==> src/core/ea_gen_defines.svh <==
// constant definitions for the effective address generator
// ****************************************************************
// Notes on behaviour
// ****************************************************************
// Notes on behaviour
// - Direct register mode passes the selected general register through as operand with no memory access.
// - Register indirect mode uses the selected general register unchanged as the address.
// - Post-increment addresses with the current register value, then writes back register plus 1, 2 or 4.
// - Pre-decrement subtracts 1, 2 or 4, writes that back and uses it as the address.
// - Register plus displacement zero-extends a 4-bit field, scales it by size and adds it to the register.
// - Indexed register mode adds index register zero to the selected register and writes neither back.
// - Base plus displacement zero-extends an 8-bit field, scales it by size and adds the global base pointer.
// - Indexed base mode adds index register zero to the global base pointer, changing neither.
// - PC-relative data load zero-extends an 8-bit field, doubles or quadruples it and adds the PC.
// - For a PC-relative longword the two low PC bits are cleared first; words use the PC unmasked.
`ifndef EA_GEN_DEFINES_SVH
`define EA_GEN_DEFINES_SVH
`define EA_WIDTH 32
`define EA_PC_LONG_MASK 32'hffff_fffc
`define EA_ADDR_RESET 32'h0000_0000
`define EA_LATENCY 1
`endif

==> src/core/ea_gen_pkg.sv <==
// types shared by the effective address generator
package ea_gen_pkg;
	// operand size encoding
	typedef enum logic [1:0] {
		SZ_BYTE = 2'h0,
		SZ_WORD = 2'h1,
		SZ_LONG = 2'h2
	} op_size_t;
	// addressing mode encoding
	typedef enum logic [3:0] {
		AM_DIRECT = 4'h0,
		AM_INDIRECT = 4'h1,
		AM_POSTINC = 4'h2,
		AM_PREDEC = 4'h3,
		AM_DISP4 = 4'h4,
		AM_IDX_REG = 4'h5,
		AM_BASE_DISP = 4'h6,
		AM_BASE_IDX = 4'h7,
		AM_PC_DISP = 4'h8
	} addr_mode_t;
endpackage

==> src/core/ea_scale.sv <==
// displacement scaler: zero-extends and shifts by operand size
`timescale 1ns/1ps
`default_nettype none
`include "ea_gen_defines.svh"
module ea_scale
	import ea_gen_pkg::*;
(
	input wire logic [7:0] disp, // raw displacement field
	input wire logic wide, // use all 8 bits, else low 4
	input wire ea_gen_pkg::op_size_t size, // operand size
	output logic [`EA_WIDTH-1:0] scaled // scaled displacement
);
	import ea_gen_pkg::*;
	logic [`EA_WIDTH-1:0] ext;
	// zero extension; the 4-bit form drops the upper nibble
	always_comb begin
		ext = {24'h000000, wide ? disp : {4'h0, disp[3:0]}};
		case (size)
			SZ_WORD: scaled = {ext[`EA_WIDTH-2:0], 1'b0};
			SZ_LONG: scaled = {ext[`EA_WIDTH-3:0], 2'b00};
			default: scaled = ext;
		endcase
	end
endmodule
`default_nettype wire

==> src/core/ea_gen.sv <==
// effective address generator for core load, store and data instructions
`timescale 1ns/1ps
`default_nettype none
`include "ea_gen_defines.svh"
module ea_gen
	import ea_gen_pkg::*;
(
	input wire logic mclk, // core clock
	input wire logic reset, // synchronous, active high
	input wire logic req, // decoder presents an operand
	input wire ea_gen_pkg::addr_mode_t mode, // addressing mode
	input wire ea_gen_pkg::op_size_t size, // operand size
	input wire logic [7:0] disp, // displacement field
	input wire logic [`EA_WIDTH-1:0] selected_general_register, // register value
	input wire logic [`EA_WIDTH-1:0] index_register_zero, // index value
	input wire logic [`EA_WIDTH-1:0] global_base_pointer, // base value
	input wire logic [`EA_WIDTH-1:0] pc, // program counter
	output logic valid_r, // result valid, one cycle
	output logic mem_access_r, // address is for memory
	output logic [`EA_WIDTH-1:0] addr_r, // effective address
	output logic [`EA_WIDTH-1:0] operand_r, // direct operand
	output logic wb_en_r, // write back to register
	output logic [`EA_WIDTH-1:0] wb_data_r // write-back value
);
	import ea_gen_pkg::*;

	// ****************************************************************
	// helpers
	// ****************************************************************
	// size step of 1, 2 or 4
	function automatic logic [`EA_WIDTH-1:0] size_step(input op_size_t s);
		case (s)
			SZ_WORD: size_step = 32'h0000_0002;
			SZ_LONG: size_step = 32'h0000_0004;
			default: size_step = 32'h0000_0001;
		endcase
	endfunction
	// wrapping add; carry out is dropped on purpose
	function automatic logic [`EA_WIDTH-1:0] wrap_add(input logic [`EA_WIDTH-1:0] a, input logic [`EA_WIDTH-1:0] b);
		wrap_add = a + b;
	endfunction

	// ****************************************************************
	// datapath
	// ****************************************************************
	logic [`EA_WIDTH-1:0] scaled;
	logic wide;
	logic valid_nxt, mem_nxt, wb_en_nxt;
	logic [`EA_WIDTH-1:0] addr_nxt, operand_nxt, wb_data_nxt;

	assign wide = (mode != AM_DISP4);

	ea_scale u_scale (
		.disp(disp),
		.wide(wide),
		.size(size),
		.scaled(scaled)
	);

	// next-value computation for all outputs
	always_comb begin
		valid_nxt = req;
		mem_nxt = 1'b0;
		wb_en_nxt = 1'b0;
		addr_nxt = addr_r;
		operand_nxt = operand_r;
		wb_data_nxt = wb_data_r;
		if (req) begin
			mem_nxt = 1'b1;
			case (mode)
				AM_DIRECT: begin
					mem_nxt = 1'b0;
					operand_nxt = selected_general_register;
				end
				AM_INDIRECT: addr_nxt = selected_general_register;
				AM_POSTINC: begin
					addr_nxt = selected_general_register;
					wb_en_nxt = 1'b1;
					wb_data_nxt = wrap_add(selected_general_register, size_step(size));
				end
				AM_PREDEC: begin
					// borrow drops out the top
					addr_nxt = selected_general_register - size_step(size);
					wb_en_nxt = 1'b1;
					wb_data_nxt = selected_general_register - size_step(size);
				end
				AM_DISP4: addr_nxt = wrap_add(selected_general_register, scaled);
				AM_IDX_REG: addr_nxt = wrap_add(selected_general_register, index_register_zero);
				AM_BASE_DISP: addr_nxt = wrap_add(global_base_pointer, scaled);
				AM_BASE_IDX: addr_nxt = wrap_add(global_base_pointer, index_register_zero);
				AM_PC_DISP: begin
					// byte size is not a legal pc-relative load; treated as word
					if (size == SZ_LONG)
						addr_nxt = wrap_add(pc & `EA_PC_LONG_MASK, scaled);
					else if (size == SZ_WORD)
						addr_nxt = wrap_add(pc, scaled);
					else
						addr_nxt = wrap_add(pc, {scaled[`EA_WIDTH-2:0], 1'b0});
				end
				default: begin
					mem_nxt = 1'b0;
					valid_nxt = 1'b0;
				end
			endcase
		end
	end

	// output registers
	always_ff @(posedge mclk) begin
		if (reset) begin
			valid_r <= 1'b0;
			mem_access_r <= 1'b0;
			wb_en_r <= 1'b0;
			addr_r <= `EA_ADDR_RESET;
			operand_r <= `EA_ADDR_RESET;
			wb_data_r <= `EA_ADDR_RESET;
		end else begin
			valid_r <= valid_nxt;
			mem_access_r <= mem_nxt;
			wb_en_r <= wb_en_nxt;
			addr_r <= addr_nxt;
			operand_r <= operand_nxt;
			wb_data_r <= wb_data_nxt;
		end
	end
endmodule
`default_nettype wire

==> config.mk <==
export PLATFORM = sky130hd
export DESIGN_NAME = ea_gen
export DESIGN_NICKNAME = d
export VERILOG_FILES = /design/src/core/ea_gen_pkg.sv /design/src/core/ea_scale.sv /design/src/core/ea_gen.sv
export VERILOG_INCLUDE_DIRS = /design/src /design/src/core
export SDC_FILE = /design/constraint.sdc
export NUM_CORES = 1
export LEC_CHECK = 0
export ABC_AREA = 1
export BUFFER_PORTS_ARGS = -buffer_cell sky130_fd_sc_hd__buf_2
export CAP_MARGIN = 15
export CELL_PAD_IN_SITES_DETAIL_PLACEMENT = 1
export CELL_PAD_IN_SITES_GLOBAL_PLACEMENT = 1
export CORE_MARGIN = 4
export CORE_UTILIZATION = 36
export DETAILED_ROUTE_END_ITERATION = 8
export PLACE_DENSITY_LB_ADDON = 0.1
export SLEW_MARGIN = 25
export SYNTH_ARGS = -nofsm -noshare
export SYNTH_HDL_FRONTEND = slang
export SYNTH_HIERARCHICAL = 1
export SYNTH_SLANG_ARGS = --single-unit
==> constraint.sdc <==
create_clock -name mclk -period 2.93 [get_ports mclk]
set_input_delay 0.293 -clock mclk [delete_from_list [all_inputs] [get_ports mclk]]
set_output_delay 0.293 -clock mclk [all_outputs]
set_load 0.01 [all_outputs]
==> impl_metrics.toml <==
[run_status]
outcome = "completed"

[critical_path]
r2r_start = "wb_data_r[13]"
worst_ep_required_time_ns = 3.16
critPathKind = "in2reg"
critPathMaxFanout = 6
startpoint = "size[1]"
endpoint_kind = "flop"
arrival_ns = 3.15
rr_endpoint = "wb_data_r[13]"
rr_worst_depth = 3
cp-endpoint = "addr_r[7]"
critPathLaunchType = "primary input"
regToRegSetupSlack_ns = 2.09

[timing]
clock_skew_ns = 0
finalSetupViolations = 0
fin_crit_ns = 2.92
slew_violations = 0
hold_viol_final = 0
worst_slew_pin_slew_ns = 0.873
relSlewSlack_pct = 41.8
grt_setup_unrepaired = "true"
worst_hold_slack_ns = 0.231
fmaxAchievable_mhz = 342
worst_slack_ns = 0.00800
period_share_pct = 99.7

[yosys]
ys.flop_type = "dfxtp_1"
synth_edf_count = 0
synth_cell_type_count = 57
syn_area_sq_um = 17300
synth_warnings = 6
syn_area_per_cell_sq_um = 5.36
synthArstFlopShare_pct = 0
synth_cells = 3229
ys_seq_area_share_pct = 11.4
ys_seq_elements = 99

[clock_tree]
hold_buffers = 0
cts_tree = "built"
cts.htree.levels = 3
clock-sinks = 99
root_buffer = "clkbuf_16"
cts.clk_slew.worst_paths_ns = 0.08
cts_inserted_buffers = 9
clk_path_buf_depth = 2
clk_latency_ns = 0.38

[pwr]
peakVddDrop_uv = 297
finalPower_uw = 7660
p_leak_uw = 0.0129
pwr_density_cell_nw_per_um2 = 315

[finish]
register_area_sq_um = 1980
layout.nets = 4125
multi_input_area_sq_um = 14800
fill_cells = 6829
synthToLayoutAreaGrowth_pct = 40.7
drive_gt1_share_pct = 30.1

[floorplan]
start_util_pct = 36.3
die_h_microns = 227
rows = 80
die-area_sq_um = 51700
core_sq_um = 47600
io_pins = 244
die_width_microns = 227

[run]
cap_violations = 0

[place]
post-dp-hpwl_mm = 80.8
gp_congestion = 1.02
io_buffers = 243
place_ws_ns = -0.968

[routing]
avgViaCountPerCell = 5.50
drtPass1Iterations = 7
final_antenna_net_count = 0
wirelength_mm = 97.9
drt_iter0_drc = 1683
dr_total_vias = 24460
wl_per_cell_microns = 22.0
drc_errors = 0

[grt]
grtUsageTotal_pct = 35.4
grt_pass1_wl_mm = 140
antenna_found_initial = 4
grt_pass1_vias = 23988
grt_max_degree = 65
grt_overflow_total = 0

[hold_path]
hold_depth = 3
hold_class = "in2reg"
[power breakdown]
part / internal [uW] / switching (uW) / total [uW]
Sequential: 1400 / 38.2 / 1430
Combinational: 1880 / 2920 / 4790
Clock: 804 / 632 / 1440
Total: 4080 / 3590 / 7660
[logic make-up after synthesis]
kind of cell	count (synthesis)	synth area share [%]
AOI/OAI and AO/OA	607	19.2
xor gates and xnor gates	26	1.32
adders and majority gates	155	11.5
buffers and inverters	603	14.0
DFF	99	11.4
other	1	0.0217
and+or+nand+nor	1738	42.5
[worst min path at each step]
stage,from,endpoint,slack (ns)
global placement,operand_r[16],operand_r[16],0.45
global route,mode[3],valid_r,0.23
CTS,mode[3],valid_r,0.22
floorplan,mode[3],valid_r,0.39
detailed placement,operand_r[25],operand_r[25],0.45
finish,mode[3],valid_r,0.23
[state kept, by name (all words and copies together), names as in the netlist]
signal        cells
mem_access_r      1
wb_en_r           1
operand_r        32
valid_r           1
wb_data_r        32
addr_r           32
[routing by layer]
layer | vias up | global-route usage (%) | routed length (microns)
met1 | 11804 | 49.0 | 43300
met3 | 197 | 3.71 | 5600
li1 | 11577 | - | -
met2 | 876 | 56.2 | 43900
met5 | - | 0 | 46
met4 | 6 | 14.7 | 5110
[layout make-up]
type | instances | share of cell area [%]
multi-input cells | 2548 | 60.6
well taps | 615 | 3.16
clock inverters | 4 | 0.318
flip-flops and latches | 99 | 8.14
inverters | 482 | 7.45
repair buffers | 685 | 19.3
clock buffers | 12 | 1.05
diodes | 1 | 0.0103
[synth_stat cells (6+ instances only)]
master | count | area share (%)
nand2_1 | 1038 | 23
inv_1 | 467 | 10
a21oi_1 | 281 | 8.1
nand3_1 | 280 | 8.1
nor2_1 | 275 | 6.0
o21ai_0 | 209 | 6.0
ha_1 | 148 | 11
dfxtp_1 | 99 | 11
clkbuf_1 | 61 | 1.3
nand4_1 | 31 | 1.1
buf_2 | 28 | 0.81
nor3_1 | 26 | 0.75
o21bai_1 | 24 | 1.0
buf_4 | 23 | 1.0
o211ai_1 | 21 | 0.91
xor2_1 | 21 | 1.1
a31oi_1 | 16 | 0.58
o21ai_1 | 16 | 0.46
or2_2 | 15 | 0.54
inv_2 | 12 | 0.26
nand2_2 | 12 | 0.43
nor2_2 | 12 | 0.43
a21o_1 | 9 | 0.39
nand3b_1 | 8 | 0.35
nor2_4 | 8 | 0.52
and2_1 | 7 | 0.25
fa_1 | 7 | 0.81
buf_6 | 6 | 0.39
nor4_1 | 6 | 0.22
[critical path: stages]
cell and delay [ns]:
buf_4 0.13, buf_6 0.13, inv_2 0.06, ha_4 0.12, inv_2 0.04, nor2_4 0.20, nand2_2 0.10, nand3_4 0.14
ha_4 0.24, nand2_2 0.10, nand2_1 0.09, a21oi_2 0.17, nand2_2 0.12, buf_4 0.15, o21ai_0 0.17, a21oi_1 0.14
a31oi_4 0.17, nand2_1 0.07, o211ai_1 0.20, nand2_1 0.14, nand2_1 0.09, a21oi_1 0.06
[per-stage QoR]
| step | util [%] | setup TNS [ns] | instance area, sq um | cells |
|---|---|---|---|---|
| 6_report | 51.1 | 0 | 24400 | 4446 |
| 4_1_cts | 47.7 | -0.0718 | 22700 | 4420 |
| 2_1_floorplan | - | -0.0517 | 17400 | 3250 |
| 3_5_place_dp | 46.0 | -24.18 | 21900 | 4398 |
| 5_1_grt | 51.1 | -1.96 | 24400 | 4446 |
| 3_3_place_gp | 46.0 | -17.69 | 21900 | 4398 |
[layout by cell type (no fill, tap or decap), types with 22 or more instances in the layout]
cell type,instances
a21oi_1,237
a21oi_2,42
buf_2,239
buf_4,424
conb_1,22
dfxtp_1,99
ha_1,115
ha_4,30
inv_1,444
inv_2,33
nand2_1,903
nand2_2,124
nand2_4,22
nand3_1,245
nand3_2,27
nand4_1,31
nor2_1,233
nor2_2,41
o21ai_0,134
o21ai_1,57
o21ai_2,32
[what timing repair did]
item	CTS	global route
gates resized for setup	119	413
setup endpoints to repair	32	34
buffers inserted	6	25
pin swaps	12	131
(Power assumes the default switching activity.)
